$ cat src/shared/cbe_pkg.sv
// Constants and types for the conditional branch evaluator
package cbe_pkg;

  localparam int PC_WIDTH_DEF     = 16;
  localparam int OFFSET_WIDTH_DEF = 7;
  localparam int STATUS_WIDTH     = 8;

  // Flag positions inside the status register
  localparam int FLAG_C = 0;
  localparam int FLAG_N = 2;
  localparam int FLAG_V = 3;
  localparam int FLAG_H = 5;

  // Derived signed-sign bit sits just above the status bits
  localparam int COND_WIDTH     = STATUS_WIDTH + 1;
  localparam int COND_SEL_WIDTH = 4;
  localparam int COND_SIGNED    = STATUS_WIDTH;

  localparam int PC_RESET   = 0;
  localparam int PC_STEP    = 1;
  localparam int BIT_SEL_W  = 3;

  typedef enum logic [3:0] {
    OP_NONE,
    OP_BRANCH_CARRY_CLEAR,
    OP_BRANCH_SAME_OR_HIGHER,
    OP_BRANCH_LOWER_UNSIGNED,
    OP_BRANCH_NEGATIVE,
    OP_BRANCH_POSITIVE,
    OP_BRANCH_SIGNED_GE,
    OP_BRANCH_SIGNED_LESS,
    OP_BRANCH_HALFCARRY_SET,
    OP_BRANCH_HALFCARRY_CLEAR,
    OP_BRANCH_STATUS_BIT_SET,
    OP_BRANCH_STATUS_BIT_CLEAR
  } cbe_op_t;

  typedef enum logic {
    ST_EXEC,
    ST_FLUSH
  } cbe_state_t;

endpackage

$ cat src/logic/cbe_bit_test.sv
// Single selected condition bit test against a wanted polarity
`timescale 1ns/100ps
module cbe_bit_test #(
  parameter int WIDTH     = 9,
  parameter int SEL_WIDTH = 4
) (
  input  wire logic [WIDTH-1:0]     cond_vec,
  input  wire logic [SEL_WIDTH-1:0] sel,
  input  wire logic                 want_set,
  output logic                      hit
);

  logic picked;

  assign picked = cond_vec[sel];
  assign hit    = (picked == want_set);

endmodule // cbe_bit_test

$ cat src/logic/cbe_branch_eval.sv
// Conditional relative branch evaluation and program counter update
`timescale 1ns/100ps

// Overview of operation
// - Carry-clear branch jumps to pc plus offset plus one when C is 0, alters no flag, takes one or two cycles.
// - Same-or-higher branch is evaluated exactly like carry-clear.
// - Lower branch jumps to pc plus offset plus one when C is 1 and alters no flag.
// - Minus branch jumps when N is 1 and takes one or two cycles.
// - Plus branch jumps when N is 0 and leaves every flag alone.
// - Signed greater-or-equal branch jumps when N xor V is 0.
// - Signed less-than branch jumps when N xor V is 1 and alters no flag.
// - Half-carry-set branch jumps when H is 1 in one or two cycles.
// - Half-carry-clear branch jumps when H is 0 without changing any flag.
// - Every named branch except the two signed ones is a case of one generic test of a selected status bit for set or clear; those test the derived N xor V bit.
module cbe_branch_eval
  import cbe_pkg::*;
#(
  parameter int PC_WIDTH     = PC_WIDTH_DEF,
  parameter int OFFSET_WIDTH = OFFSET_WIDTH_DEF
) (
  input  wire logic                    clk,
  input  wire logic                    srst,
  input  wire logic                    issue_valid,
  input  wire cbe_op_t                 branch_op,
  input  wire logic [BIT_SEL_W-1:0]    status_bit_sel,
  input  wire logic [OFFSET_WIDTH-1:0] branch_offset,
  input  wire logic [STATUS_WIDTH-1:0] status_register,
  output logic                         issue_ready,
  output logic                         flush_fetch,
  output logic                         branch_taken_reg,
  output logic [PC_WIDTH-1:0]          pc_reg
);

  ////////////////////////////////////////////////////////////////////////////
  // Condition decode

  cbe_state_t                state_reg;
  cbe_state_t                state_next;
  logic [PC_WIDTH-1:0]       pc_next;
  logic [COND_WIDTH-1:0]     cond_vec;
  logic [COND_SEL_WIDTH-1:0] test_sel;
  logic                      test_want_set;
  logic                      is_branch;
  logic                      cond_hit;
  logic                      accept;
  logic                      taken;
  logic [PC_WIDTH-1:0]       offset_ext;
  logic [PC_WIDTH-1:0]       target;
  logic [PC_WIDTH-1:0]       pc_seq;

  // Signed tests see N xor V as one extra bit above the flags
  assign cond_vec = {status_register[FLAG_N] ^ status_register[FLAG_V],
                     status_register};

  always_comb begin
    test_sel      = COND_SEL_WIDTH'(FLAG_C);
    test_want_set = 1'b0;
    is_branch     = 1'b1;
    case (branch_op)
      OP_BRANCH_CARRY_CLEAR, OP_BRANCH_SAME_OR_HIGHER: begin
        test_sel      = COND_SEL_WIDTH'(FLAG_C);
        test_want_set = 1'b0;
      end
      OP_BRANCH_LOWER_UNSIGNED: begin
        test_sel      = COND_SEL_WIDTH'(FLAG_C);
        test_want_set = 1'b1;
      end
      OP_BRANCH_NEGATIVE: begin
        test_sel      = COND_SEL_WIDTH'(FLAG_N);
        test_want_set = 1'b1;
      end
      OP_BRANCH_POSITIVE: begin
        test_sel      = COND_SEL_WIDTH'(FLAG_N);
        test_want_set = 1'b0;
      end
      OP_BRANCH_SIGNED_GE: begin
        test_sel      = COND_SEL_WIDTH'(COND_SIGNED);
        test_want_set = 1'b0;
      end
      OP_BRANCH_SIGNED_LESS: begin
        test_sel      = COND_SEL_WIDTH'(COND_SIGNED);
        test_want_set = 1'b1;
      end
      OP_BRANCH_HALFCARRY_SET: begin
        test_sel      = COND_SEL_WIDTH'(FLAG_H);
        test_want_set = 1'b1;
      end
      OP_BRANCH_HALFCARRY_CLEAR: begin
        test_sel      = COND_SEL_WIDTH'(FLAG_H);
        test_want_set = 1'b0;
      end
      OP_BRANCH_STATUS_BIT_SET: begin
        test_sel      = COND_SEL_WIDTH'(status_bit_sel);
        test_want_set = 1'b1;
      end
      OP_BRANCH_STATUS_BIT_CLEAR: begin
        test_sel      = COND_SEL_WIDTH'(status_bit_sel);
        test_want_set = 1'b0;
      end
      default: begin
        is_branch = 1'b0;
      end
    endcase
  end

  cbe_bit_test #(
    .WIDTH     (COND_WIDTH),
    .SEL_WIDTH (COND_SEL_WIDTH)
  ) u_bit_test (
    .cond_vec (cond_vec),
    .sel      (test_sel),
    .want_set (test_want_set),
    .hit      (cond_hit)
  );

  ////////////////////////////////////////////////////////////////////////////
  // Target arithmetic

  assign offset_ext = {{(PC_WIDTH-OFFSET_WIDTH){branch_offset[OFFSET_WIDTH-1]}},
                       branch_offset};
  assign target     = pc_reg + offset_ext + PC_WIDTH'(PC_STEP);
  assign pc_seq     = pc_reg + PC_WIDTH'(PC_STEP);

  assign issue_ready = (state_reg == ST_EXEC);
  assign flush_fetch = (state_reg == ST_FLUSH);
  assign accept      = issue_valid && issue_ready;
  assign taken       = accept && is_branch && cond_hit;
  assign pc_next     = !accept ? pc_reg : (taken ? target : pc_seq);

  ////////////////////////////////////////////////////////////////////////////
  // Sequencing: a taken branch spends one extra cycle flushing

  always_comb begin
    case (state_reg)
      ST_EXEC:  state_next = taken ? ST_FLUSH : ST_EXEC;
      ST_FLUSH: state_next = ST_EXEC;
      default:  state_next = ST_EXEC;
    endcase
  end

  // Status flags are only read here; no write path exists
  always_ff @(posedge clk) begin
    if (srst) begin
      state_reg        <= ST_EXEC;
      pc_reg           <= PC_WIDTH'(PC_RESET);
      branch_taken_reg <= 1'b0;
    end else begin
      state_reg        <= state_next;
      pc_reg           <= pc_next;
      branch_taken_reg <= taken;
    end
  end

  ////////////////////////////////////////////////////////////////////////////
  // Checks

  a_carry_clear_target: assert property (
    @(posedge clk) disable iff (srst)
    accept && branch_op == OP_BRANCH_CARRY_CLEAR && !status_register[FLAG_C]
    |=> pc_reg == PC_WIDTH'($past(pc_reg) + $past(offset_ext) + 1)
        && flush_fetch ##1 issue_ready)
    else $error("carry clear branch did not reach its target");

  a_carry_set_falls: assert property (
    @(posedge clk) disable iff (srst)
    accept && branch_op == OP_BRANCH_CARRY_CLEAR && status_register[FLAG_C]
    |=> pc_reg == PC_WIDTH'($past(pc_reg) + 1) && issue_ready)
    else $error("carry clear branch not-taken path wrong");

  a_same_higher_cond: assert property (
    @(posedge clk) disable iff (srst)
    accept && branch_op == OP_BRANCH_SAME_OR_HIGHER
    |=> branch_taken_reg == !$past(status_register[FLAG_C]))
    else $error("same or higher branch decision wrong");

  a_lower_cond: assert property (
    @(posedge clk) disable iff (srst)
    accept && branch_op == OP_BRANCH_LOWER_UNSIGNED
    |=> branch_taken_reg == $past(status_register[FLAG_C]))
    else $error("lower branch decision wrong");

  a_minus_two_cycles: assert property (
    @(posedge clk) disable iff (srst)
    accept && branch_op == OP_BRANCH_NEGATIVE && status_register[FLAG_N]
    |=> !issue_ready ##1 issue_ready)
    else $error("minus branch did not take two cycles");

  a_plus_target: assert property (
    @(posedge clk) disable iff (srst)
    accept && branch_op == OP_BRANCH_POSITIVE && !status_register[FLAG_N]
    |=> pc_reg == PC_WIDTH'($past(pc_reg) + $past(offset_ext) + 1))
    else $error("plus branch target wrong");

  a_signed_ge_cond: assert property (
    @(posedge clk) disable iff (srst)
    accept && branch_op == OP_BRANCH_SIGNED_GE
    |=> branch_taken_reg ==
        !($past(status_register[FLAG_N]) ^ $past(status_register[FLAG_V])))
    else $error("signed greater-or-equal decision wrong");

  a_signed_lt_cond: assert property (
    @(posedge clk) disable iff (srst)
    accept && branch_op == OP_BRANCH_SIGNED_LESS
    |=> branch_taken_reg ==
        ($past(status_register[FLAG_N]) ^ $past(status_register[FLAG_V])))
    else $error("signed less-than decision wrong");

  a_halfcarry_set: assert property (
    @(posedge clk) disable iff (srst)
    accept && branch_op == OP_BRANCH_HALFCARRY_SET
    |=> branch_taken_reg == $past(status_register[FLAG_H]))
    else $error("half carry set decision wrong");

  a_halfcarry_clear: assert property (
    @(posedge clk) disable iff (srst)
    accept && branch_op == OP_BRANCH_HALFCARRY_CLEAR
    |=> branch_taken_reg == !$past(status_register[FLAG_H]))
    else $error("half carry clear decision wrong");

  a_generic_bit_set: assert property (
    @(posedge clk) disable iff (srst)
    accept && branch_op == OP_BRANCH_STATUS_BIT_SET
    |=> branch_taken_reg == $past(status_register[status_bit_sel]))
    else $error("generic bit-set branch decision wrong");

  a_flush_follows: assert property (
    @(posedge clk) disable iff (srst)
    flush_fetch |-> branch_taken_reg && !issue_ready
    ##1 !flush_fetch && $stable(pc_reg))
    else $error("flush cycle not tied to a taken branch");

  a_back_offset: assert property (
    @(posedge clk) disable iff (srst)
    taken && (&branch_offset) |=> pc_reg == $past(pc_reg))
    else $error("minus one offset not sign-extended");

endmodule // cbe_branch_eval

$ cat config.mk
export PLATFORM = sky130hd
export DESIGN_NAME = cbe_branch_eval
export DESIGN_NICKNAME = d
export VERILOG_FILES = /design/src/shared/cbe_pkg.sv /design/src/logic/cbe_bit_test.sv /design/src/logic/cbe_branch_eval.sv
export SDC_FILE = /design/constraint.sdc
export NUM_CORES = 1
export LEC_CHECK = 0
export BUFFER_PORTS_ARGS = -buffer_cell sky130_fd_sc_hd__buf_2
export CORE_ASPECT_RATIO = 2
export CORE_MARGIN = 2
export CORE_UTILIZATION = 59
export DETAILED_ROUTE_END_ITERATION = 7
export PLACE_DENSITY = 0.86
export SLEW_MARGIN = 25
export SYNTH_ARGS = -nofsm -noshare
export SYNTH_HDL_FRONTEND = slang
export SYNTH_SLANG_ARGS = --single-unit
export TNS_END_PERCENT = 20
$ cat constraint.sdc
create_clock -name clk -period 5.3 [get_ports clk]
set_clock_uncertainty 0.1 [all_clocks]
set_input_delay 0.265 -clock clk [delete_from_list [all_inputs] [get_ports clk]]
set_output_delay 0.265 -clock clk [all_outputs]
set_load 0.05 [all_outputs]
# Word level (Yosys, flattened, before mapping)
# Index checks and enable logic that the tools add are counted.
[word_totals] wordCells=38 out_inout_bits=19 ff_bits=18 inputBits=25
[op_classes] n_eq_ne=12 n_mux=8 n_lt_le_gt_ge=1 bitwise=2 reduce_logical=9 n_addsub=3
[ops] cell="$add 16x1->16 const B" n=2
[ops] cell="$add 16x16->16" n=1
[ops] cell="$eq 4x3->1 const B" n=4
[ops] cell="$eq 4x4->1 const B" n=4
[ops] cell="$mux 16" n=1
[ops] cell="$pmux 4 s4" n=1
[ops] cell="$reduce_or 11->1" n=1
[ops] cell="$eq 4x2->1 const B" n=2
[ops] cell="$reduce_or 2->1" n=4
[ops] cell="$lt 4x5->1 const B" n=1
[ops] cell="$reduce_or 5->1" n=1
[ops] cell="$bmux 1 s4" n=1
[ops] cell="$eq 4x1->1 const B" n=1
[ops] cell="$mux 1" n=4
[ops] cell="$logic_and 1x1->1" n=3
[ops] cell="$pmux 1 s2" n=1
[ops] cell="$eq 1x1->1" n=1
[ops] cell="$not 1->1" n=1
[ops] cell="$xor 1x1->1" n=1

# Logic depth before layout (Yosys ltp)
# Gate-level depths: netlist (run 1).
[depth] word_depth=9 ltp_mapped=11 depth_no_buf=11

# Cells and area by module
# Synthesis (run 1) repeated with hierarchy kept, for this count alone.
[unflattened] hier_cells=257 hier_area_um2=1959.4
[by_module_without_submodules] mod="cbe_branch_eval" seq_area_each_um2=360.3 instances=1 area_each_um2=1851.8 cells_each=245
[by_module_without_submodules] mod="cbe_bit_test" seq_area_each_um2=0.0 instances=1 area_each_um2=107.6 cells_each=12

# Worst setup path after synthesis (run 1)
# No wires, ideal clock.
[synth_timing] path_kind="reg-to-reg" start="register pc_reg[1]" end="register pc_reg[15]" setup_ns=0.123 setup_slack_ns=2.203 path_buffers=0 path_stages_with_launch=10 period_less_slack_ns=3.097 t_arrival_ns=2.874 required_time_ns=5.077 path_cell_list="dfxtp_1 ha_1 nor2b_1 o21a_1 a31o_2 o311ai_0 o211ai_1 a2111o_1 a31oi_1 a21oi_1"
[synth_between] elab_chain_cells=3 elab_cells_between_ends=4 classes_between="3 x add/sub; 1 x mux"
[synth_rtl] element="from (decl)" line="cbe_branch_eval.sv:31" text="output logic [PC_WIDTH-1:0] pc_reg"
[synth_rtl] element="from (signal assigned)" line="cbe_branch_eval.sv:145" text="pc_reg <= PC_WIDTH'(PC_RESET);"
[synth_rtl] element="from (signal assigned)" line="cbe_branch_eval.sv:149" text="pc_reg <= pc_next;"
[synth_rtl] element="$add 16x16->16" line="cbe_branch_eval.sv:121" text="assign target = pc_reg + offset_ext + PC_WIDTH'(PC_STEP);"
[synth_rtl] element="$add 16x1->16" line="cbe_branch_eval.sv:121"
[synth_rtl] element="$mux 16 (*)" line="cbe_branch_eval.sv:128" text="assign pc_next = !accept ? pc_reg : (taken ? target : pc_seq);"
# Every way passes the cells marked *; elsewhere a longest branch is shown, timed or not.
# A chain may end at the register's enable or synchronous reset.

# Worst setup path in the final report (run 1)
[layout_timing] start="register pc_reg[3]" end="register pc_reg[15]"
# Same word-level chain as after synthesis.

==> results of run 1 <==
==> final cells by class <==
| type | count | area (um2) |
|---|---|---|
| inverter | 14 | 52.6 |
| sequential | 18 | 360 |
| clock buffer | 4 | 55.1 |
| timing repair buffer | 43 | 215 |
| tap | 32 | 40.0 |
| fill | 290 | 1050 |
| multi-input combinational | 227 | 1560 |
==> worst max-delay path by stage <==
stage | endpoint | cells after the start
floorplan | pc_reg[15] | 9
global placement | pc_reg[15] | 9
detailed placement | pc_reg[14] | 9
CTS | pc_reg[15] | 9
global route | pc_reg[15] | 9
finish | pc_reg[15] | 9
==> power groups by stage <==
stage	sequential, mW	clock (mW)	combinational (mW)
after floorplan	0.229	0	0.166
after global placement	0.181	0	0.277
after detailed placement	0.181	0	0.281
after CTS	0.179	0.118	0.283
after global routing	0.182	0.122	0.309
final	0.180	0.122	0.284
==> cells in the final DEF, fill, tap and decap left out, types with 9 or more instances in the layout <==
cell / Yosys / routed
a21oi_1: 15 / 15
nand2_1: 20 / 20
nand3_1: 9 / 9
inv_1: 14 / 14
ha_1: 16 / 16
dfxtp_1: 18 / 18
o21ai_0: 13 / 13
nor2_1: 20 / 20
buf_2: 3 / 43
==> worst max-delay path: stages (launching register included) <==
cell,delay (ns)
dfxtp_1,0.51
ha_1,0.36
a21oi_1,0.16
nor2b_1,0.06
a31o_2,0.25
o311ai_0,0.64
o211ai_1,0.26
a2111o_1,0.41
a31oi_1,0.19
a21oi_1,0.10
==> metal layers <==
layer	share of wire, %	vias to the layer above	track usage, %
li1	-	1125	-
met1	37	1065	32.7
met2	54	109	52.9
met3	5.0	19	1.67
met4	3.4	0	12.8
met5	0	-	0
==> stage by stage <==
| stage | util [%] | hold WS [ns] | setup slack (ns) | instances |
|---|---|---|---|---|
| after floorplan | - | 0.407 | 2.20 | 268 |
| after global placement | 66.8 | 0.400 | 2.28 | 334 |
| after detailed placement | 66.8 | 0.405 | 2.21 | 334 |
| after CTS | 68.4 | 0.279 | 2.18 | 338 |
| after global routing | 68.4 | 0.312 | 1.99 | 338 |
| final | 68.4 | 0.278 | 2.16 | 338 |
==> cells by family after synthesis <==
logic type      count (synthesis)
simple gates                  110
compound gates                 87
buf+inv                        23
flops                          18
fa+ha+maj                      17
xor+xnor                       11
mux                             2
==> flow_metrics.tcl, run 1 <==
set metrics [dict create \
    p_leak_nw 0.988 \
    dr.pass1.iters 5 \
    slew_headroom_pct 31.7 \
    power_density_nw_per_um2 256 \
    post-route-min-period_ns 3.14 \
    gp_congestion 0.879 \
    setup_viol 0 \
    total_power_uw 586 \
    num_antenna_cells 0 \
    hp-class "primary input to flip-flop" \
    grt_remaining_overflow 0 \
    swShare_pct 45.6 \
    cts_tree "built" \
    drcViolationCount 0 \
    wl_per_cell_um 16.6 \
    r2r-start "pc_reg[3]" \
    fmax_mhz 319 \
    synth-compound-area-share_pct 31.0 \
    die-area_um2 3940 \
    largest_reg_flops 16 \
    ys_warn_count 0 \
    ys_seq_elements 18 \
    synth-main-ff-cell "dfxtp_1" \
    r2r_end "pc_reg[15]" \
    synth-simple-area-share_pct 29.6 \
    yosys-top-cells-area "dfxtp_1 18%, ha_1 9.9%, a21oi_1 3.7%, nand2_1 3.7%, nor2_1 3.7%" \
    netlist.area_leader.share_pct 17.8 \
    synth-edff-count 0 \
    hold_start "srst" \
    setup_tns_ns 0 \
    cts_buffer_depth 2 \
    hold_buffers 0 \
    cts-root-buf "clkbuf_8" \
    ant_nets 0 \
    drtIter0Drc 105 \
    holdPathStages 2 \
    clk_latency_ns 0.27 \
    synth.mux.area_fraction_pct 1.05 \
    ios 44 \
    cp-start-kind "flip-flop" \
    worst_setup_path_end_kind "flip-flop" \
    syn_nets 310 \
    async_reset_ff_share_pct 0 \
    required_ns 5.36 \
    critPathKind "flip-flop to flip-flop" \
    syn2layout_area_growth_pct 13.1 \
    worst_pin_slew_ns 1.02 \
    synthXorXnorAreaFrac_pct 4.77 \
    rsz0062_at_grt "false" \
    internal-power_uw 319 \
    rrSetupSlack_ns 2.16 \
    drt_wl_total_mm 5.61 \
    reg2reg_depth 9 \
    syn-instance-count 268 \
    via_per_inst 6.86 \
    synthAdderAreaFrac_pct 10.9 \
    syn_area_um2 2020 \
    place_area_um2 2230 \
    hpwlAfterDp_mm 4.20 \
    ir_worst_vdd_mv 0.210 \
    slew_viol_final 0 \
    grt_pass1_vias 2040 \
    arrival_ns 3.20 \
    cts-resized-gates 0 \
    synth_top_family_by_area "compound AO/OA/AOI/OAI gates" \
    drive_gt1_share_pct 18.6 \
    vias 2318 \
    crit_fanout 9 \
    floorplan.initialDensity_pct 60.5 \
    drv_cap 0 \
    num_rows 30 \
    io_buffer_count 43 \
    clockPowerShare_pct 20.8 \
    cts_made_buffers 3 \
    synth_seq_area_share_pct 17.8 \
    die_width_um 45.4 \
    p_comb_share_pct 48.6 \
    yosysUniqueCellTypes 64 \
    holdPathEnd "pc_reg[0]" \
    synth_area_per_cell_um2 7.54 \
    post_cts_buffers 0 \
    grt_max_degree 30 \
    p_switching_uw 267 \
    finalHoldViolCount 0 \
    antenna_found_initial 0 \
    synth_commonest_cells "20 x nand2_1, 20 x nor2_1, 18 x dfxtp_1" \
    cts.reportedPaths.clkPinSlew_ns 0.08 \
    grt_usage_pct 29.2 \
    final_cell_area_um2 2290 \
    cts-htree-levels 1 \
    synth_largest_area_cell "dfxtp_1" \
    die_h_um 86.8 \
    seq_power_share_pct 30.7 \
    outcome "finished, final reports clean" \
    cp-startpoint "pc_reg[3]" \
    grt_pass1_wl_mm 8.87 \
    cts_sinks 18 \
    nets 349 \
    coreArea_um2 3340 \
    timing.final.crit_share_pct 59.2 \
]
(Power assumes the default switching activity.)
==> run 2, diff against run 1 <==
--- a/config.mk
+++ b/config.mk
@@ -5,12 +5,13 @@
 export SDC_FILE = /design/constraint.sdc
 export NUM_CORES = 1
 export LEC_CHECK = 0
+export ABC_AREA = 1
 export BUFFER_PORTS_ARGS = -buffer_cell sky130_fd_sc_hd__buf_2
 export CORE_ASPECT_RATIO = 2
 export CORE_MARGIN = 2
-export CORE_UTILIZATION = 59
+export CORE_UTILIZATION = 50
 export DETAILED_ROUTE_END_ITERATION = 7
-export PLACE_DENSITY = 0.86
+export PLACE_DENSITY = 0.77
 export SLEW_MARGIN = 25
 export SYNTH_ARGS = -nofsm -noshare
 export SYNTH_HDL_FRONTEND = slang
==> constraint.sdc (replaced) <==
create_clock -name clk -period 2.7 [get_ports clk]
set_clock_uncertainty 0.1 [all_clocks]
set_input_delay 0.135 -clock clk [delete_from_list [all_inputs] [get_ports clk]]
set_output_delay 0.135 -clock clk [all_outputs]
set_load 0.05 [all_outputs]
==> run 2 against run 1 <==
  * Sequential share of layout area decreased by 1.0 points
  * Cell count rose by 28%
  * Sequential cell count stayed put
  * Largest cell class unchanged
==> flow_metrics.tcl, run 2 <==
set metrics [dict create \
    syn2layout_area_growth_pct 13.8 \
    hpwlAfterDp_mm 4.35 \
    die-area_um2 4880 \
    reg2reg_depth 11 \
    grt_usage_pct 23.2 \
    synth_commonest_cells "78 x nand2_1, 54 x inv_1, 23 x a21oi_1, 23 x nand3_1, 23 x nor2_1" \
    slew_headroom_pct 60.3 \
    grt_remaining_overflow 0 \
    yosysUniqueCellTypes 36 \
    grt_pass1_vias 2205 \
    syn-instance-count 337 \
    synth_largest_area_cell "dfxtp_1" \
    coreArea_um2 4130 \
    slew_viol_final 0 \
    ys_warn_count 0 \
    clk_latency_ns 0.26 \
    drv_cap 0 \
    r2r_end "pc_reg[12]" \
    synth.most_common_cell "nand2_1" \
    setup_tns_ns 0 \
    die_h_um 96.8 \
    cts_sinks 18 \
    hold_start "srst" \
    synth_area_per_cell_um2 6.39 \
    syn_nets 379 \
    cp-start-kind "flip-flop" \
    floorplan.initialDensity_pct 52.1 \
    power_density_nw_per_um2 427 \
    crit_fanout 4 \
    grt.busiest_layer "met2" \
    synth-main-ff-cell "dfxtp_1" \
    holdPathStages 2 \
    setup_ws_ns 0.308 \
    post-route-min-period_ns 2.39 \
    rrSetupSlack_ns 0.31 \
    grt_max_degree 25 \
    cts_buffer_depth 2 \
    place_area_um2 2410 \
    synth_seq_area_share_pct 16.7 \
    netlist.area_leader.share_pct 16.7 \
    worst_pin_slew_ns 0.591 \
    drtIter0Drc 46 \
    ant_nets 0 \
    num_rows 33 \
    cts-root-buf "clkbuf_8" \
    wl_per_cell_um 12.4 \
    drive_gt1_share_pct 20.1 \
    arrival_ns 2.48 \
    cts-htree-levels 1 \
    via_per_inst 5.26 \
    vias 2268 \
    cts_tree "built" \
    outcome "finished, final reports clean" \
    fmax_mhz 418 \
    worst_setup_path_end_kind "flip-flop" \
    cts_made_buffers 3 \
    fin_util_pct 59.3 \
    use_met2_pct 46.9 \
    hp-class "primary input to flip-flop" \
    drt_wl_total_mm 5.35 \
    critPathKind "flip-flop to flip-flop" \
    mostFrequentLayoutCell "nand2_1" \
    pre_cts_slack_ns 0.243 \
    ys_seq_elements 18 \
    finalHoldViolCount 0 \
    required_ns 2.79 \
    synth-edff-count 0 \
    async_reset_ff_share_pct 0 \
    nets 423 \
    holdPathEnd "pc_reg[6]" \
    syn_area_um2 2150 \
    r2r-start "pc_reg[0]" \
    antenna_found_initial 0 \
    final_cell_area_um2 2450 \
    dr.pass1.iters 4 \
    largest_reg_flops 16 \
    grt_pass1_wl_mm 9.03 \
    met1_usage_pct 22.7 \
    gp_congestion 0.855 \
    yosys-top-cells-area "dfxtp_1 17%, nand2_1 14%, inv_1 9.4%, ha_1 9.3%, xor2_1 7.7%" \
    die_width_um 50.4 \
    io_buffer_count 43 \
    cts.reportedPaths.clkPinSlew_ns 0.07 \
    num_antenna_cells 0 \
    ios 44 \
    timing.final.crit_share_pct 88.6 \
    rsz0062_at_grt "false" \
    drcViolationCount 0 \
    p_leak_nw 1.34 \
    setup_viol 0 \
    ir_worst_vdd_mv 0.228 \
    final_cell_mix "78 x nand2_1, 54 x inv_1, 43 x buf_2" \
    gr-usage-met3_pct 0.617 \
    hold_buffers 0 \
]
[run 2: changes by cell type in the layout (fill, tap and decap cells not counted), sizes merged, moves of 7 or more]
cell,delta
a21oi,+12
inv,+43
nand2,+63
nand3,+23
o311ai,-7
xor2,+14
[run 2: cells by family (layout without fill, tap and decap cells)]
family	count (synthesis)	in the layout	share of synthesized area [%]
DFF	18	18	16.7
xor gates and xnor gates	24	24	9.77
buffers and inverters	64	106	12.0
and+or+nand+nor	159	159	36.2
AOI/OAI and AO/OA	55	55	15.1
adders and majority gates	17	17	10.2
[run 2: critical path, cell delays in order (launching register included)]
cell and delay [ns]:
dfxtp_1 0.38, inv_1 0.09, ha_1 0.20, fa_1 0.41, o21ai_1 0.28, nand2_1 0.09
nand2_1 0.11, a21boi_0 0.14, o21bai_1 0.18, xor2_1 0.15, nand2_1 0.06, a21oi_1 0.12
[run 2: how the worst max path moves through the flow]
| stage | start | endpoint | slack [ns] |
|---|---|---|---|
| 2_1_floorplan | pc_reg[0] | pc_reg[12] | 0.09 |
| 3_3_place_gp | pc_reg[0] | pc_reg[12] | 0.31 |
| 3_5_place_dp | pc_reg[0] | pc_reg[12] | 0.24 |
| 4_1_cts | pc_reg[0] | pc_reg[12] | 0.21 |
| 5_1_grt | pc_reg[0] | pc_reg[12] | 0.12 |
| 6_report | pc_reg[0] | pc_reg[12] | 0.31 |
[run 2: where the power goes]
| part | switching, mW | leakage (nW) | total, mW | internal (mW) |
|---|---|---|---|---|
| logic | 0.348 | 1.17 | 0.524 | 0.176 |
| clock network | 0.0967 | 0.0216 | 0.196 | 0.0995 |
| registers | 0.0351 | 0.148 | 0.325 | 0.290 |
[run 2: per-layer routing]
metal	vias to the layer above	wire length, um
li1	1176	-
met1	1037	2030
met2	46	3050
met3	9	159
met4	0	109
met5	-	0
[run 2: area by class of cell]
type                            count  area, um2
Clock buffer                        3       41.3
Fill cell                         423       1680
Inverter                           58        218
Multi-Input combinational cell    255       1530
Sequential cell                    18        360
Tap cell                           52       65.1
Timing Repair Buffer               45        230
[run 2: timing repair]
action	CTS	global route
setup buffers	0	0
gates resized for setup	0	1
endpoints found under the setup margin	0	1
[run 2: stage by stage]
step,hold slack (ns),power (mW),std cells
2_1_floorplan,0.193,0.737,337
3_3_place_gp,0.416,0.845,428
3_5_place_dp,0.418,0.854,428
4_1_cts,0.147,1.05,431
5_1_grt,0.162,1.12,431
6_report,0.143,1.05,431
==> run 3, diff against run 2 <==
--- a/config.mk
+++ b/config.mk
@@ -9,9 +9,9 @@
 export BUFFER_PORTS_ARGS = -buffer_cell sky130_fd_sc_hd__buf_2
 export CORE_ASPECT_RATIO = 2
 export CORE_MARGIN = 2
-export CORE_UTILIZATION = 50
+export CORE_UTILIZATION = 45
 export DETAILED_ROUTE_END_ITERATION = 7
-export PLACE_DENSITY = 0.77
+export PLACE_DENSITY = 0.7
 export SLEW_MARGIN = 25
 export SYNTH_ARGS = -nofsm -noshare
 export SYNTH_HDL_FRONTEND = slang
==> run 3 against run 2 <==
  * Sequential cell count unchanged
  * Cell count up 0.93%
  * Register-to-register slack better by 0.04 ns
  * Non-clock buffer count unchanged
  * Die area up 10%
  * First-iteration DRC count down 33%
  * Global-route usage down 0.89 points
  * Sequential share of layout area down 0.10 points
  * Largest cell class unchanged
  * Largest power group unchanged
  * Highest routed layer unchanged
==> flow_metrics.tcl, run 3 (synthesis results as in run 2) <==
set metrics [dict create \
    ios 44 \
    pre_cts_slack_ns 0.245 \
    grt_max_degree 25 \
    clk_latency_ns 0.26 \
    drtIter0Drc 31 \
    n_fill_cell 496 \
    grt_remaining_overflow 0 \
    antenna_found_initial 0 \
    drcViolationCount 0 \
    coreArea_um2 4600 \
    num_rows 35 \
    place_inst 431 \
    post-route-min-period_ns 2.35 \
    drive_gt1_share_pct 20.3 \
    num_antenna_cells 0 \
    max_stage_delay_ns 0.40 \
    vias 2213 \
    cp-startpoint "pc_reg[0]" \
    rrSetupSlack_ns 0.35 \
    grt_pass1_wl_mm 9.15 \
    setup_ws_ns 0.346 \
    grt_pass1_vias 2123 \
    die_h_um 102 \
    slew_viol_final 0 \
    setup_viol 0 \
    reg2reg_depth 11 \
    power_density_nw_per_um2 440 \
    cts_tree "built" \
    hpwlAfterDp_mm 4.47 \
    slew_headroom_pct 58.9 \
    io_buffer_count 43 \
    cts-root-buf "clkbuf_8" \
    timing.final.crit_share_pct 87.2 \
    cts-htree-levels 1 \
    grt_usage_pct 22.3 \
    die-area_um2 5390 \
    largest_reg_flops 16 \
    cts_made_buffers 3 \
    drv_cap 0 \
    r2r_end "pc_reg[12]" \
    floorplan.initialDensity_pct 46.8 \
    cp_slowest_cell "fa_1" \
    cts_buffer_depth 2 \
    worst_path_most_repeated_cell "nand2_1" \
    drt_wl_total_mm 5.56 \
    setup_tns_ns 0 \
    outcome "finished, final reports clean" \
    mostFrequentLayoutCell "nand2_1" \
    nets 423 \
    cp-start-kind "flip-flop" \
    path_cells "inv_1, ha_1, fa_1, o21ai_1, nand2_1, nand2_1, a21boi_0, o21bai_1, xor2_1, nand2_1, a21oi_1" \
    r2r-start "pc_reg[0]" \
    crit_fanout 4 \
    fmax_mhz 425 \
    hold_buffers 0 \
    hp-class "primary input to flip-flop" \
    ir_worst_vdd_mv 0.199 \
    ant_nets 0 \
    dr.pass1.iters 4 \
    endpoint "pc_reg[12]" \
    cts.reportedPaths.clkPinSlew_ns 0.08 \
    critPathKind "flip-flop to flip-flop" \
    final_cell_mix "78 x nand2_1, 54 x inv_1, 43 x buf_2" \
    post_cts_buffers 0 \
    arrival_ns 2.45 \
    worst_setup_path_end_kind "flip-flop" \
    finalHoldViolCount 0 \
    regArea_um2 360 \
    die_width_um 52.9 \
    cts_sinks 18 \
    via_per_inst 5.09 \
    worst_pin_slew_ns 0.613 \
    fin_cells 435 \
    required_ns 2.80 \
    p_leak_nw 1.35 \
    rsz0062_at_grt "false" \
    gp_congestion 0.827 \
    multi_input_area_um2 1530 \
    syn2layout_area_growth_pct 14.6 \
    wl_per_cell_um 12.8 \
    cts-resized-gates 0 \
]
run 3: changes by cell type in the layout (fill, tap and decap cells not counted):
cell and change:
clkbuf_8 +1
run 3: worst max-delay path, delay by kind of cell, from the launching register on:
family / cells / cell delay, ns
xor gates and xnor gates: 1 / 0.15
adders and majority gates: 2 / 0.60
DFF: 1 / 0.37
AOI/OAI and AO/OA: 4 / 0.72
buffers and inverters: 1 / 0.09
and+or+nand+nor: 3 / 0.26
run 3: final cells by class:
type                    count  area share, %
clock buffers               4           2.23
inverters                  58           8.83
repair buffers             45           9.34
well taps                  55           2.79
multi-input cells         255           62.2
flip-flops and latches     18           14.6
run 3: worst min path at each step:
stage | depth (start not counted) | from | slack, ns | endpoint
2_1_floorplan | 3 | srst | 0.19 | pc_reg[9]
3_3_place_gp | 2 | srst | 0.41 | branch_taken_reg
3_5_place_dp | 2 | srst | 0.42 | branch_taken_reg
4_1_cts | 2 | srst | 0.15 | pc_reg[6]
5_1_grt | 2 | srst | 0.17 | flush_fetch
6_report | 2 | srst | 0.16 | flush_fetch
run 3: per-stage QoR:
step | total power, mW | hold WS [ns] | area, um2 | util, %
floorplan | 0.737 | 0.193 | 2150 | -
global placement | 0.851 | 0.412 | 2410 | 52.4
detailed placement | 0.856 | 0.418 | 2410 | 52.4
CTS | 1.09 | 0.147 | 2470 | 53.6
global route | 1.16 | 0.166 | 2470 | 53.6
finish | 1.09 | 0.162 | 2470 | 53.6
run 3: metal layers:
| layer | up-vias | wire length, um | GRT usage, % |
|---|---|---|---|
| met5 | - | 0 | 0 |
| li1 | 1176 | - | - |
| met4 | 0 | 118 | 8.28 |
| met3 | 8 | 193 | 0.737 |
| met2 | 50 | 3090 | 44.6 |
| met1 | 979 | 2150 | 22.9 |
run 3: where the power goes:
group          internal [mW]  switching (mW)
combinational          0.176           0.349
sequential             0.290          0.0348
clock                  0.130           0.106
total                  0.597           0.489
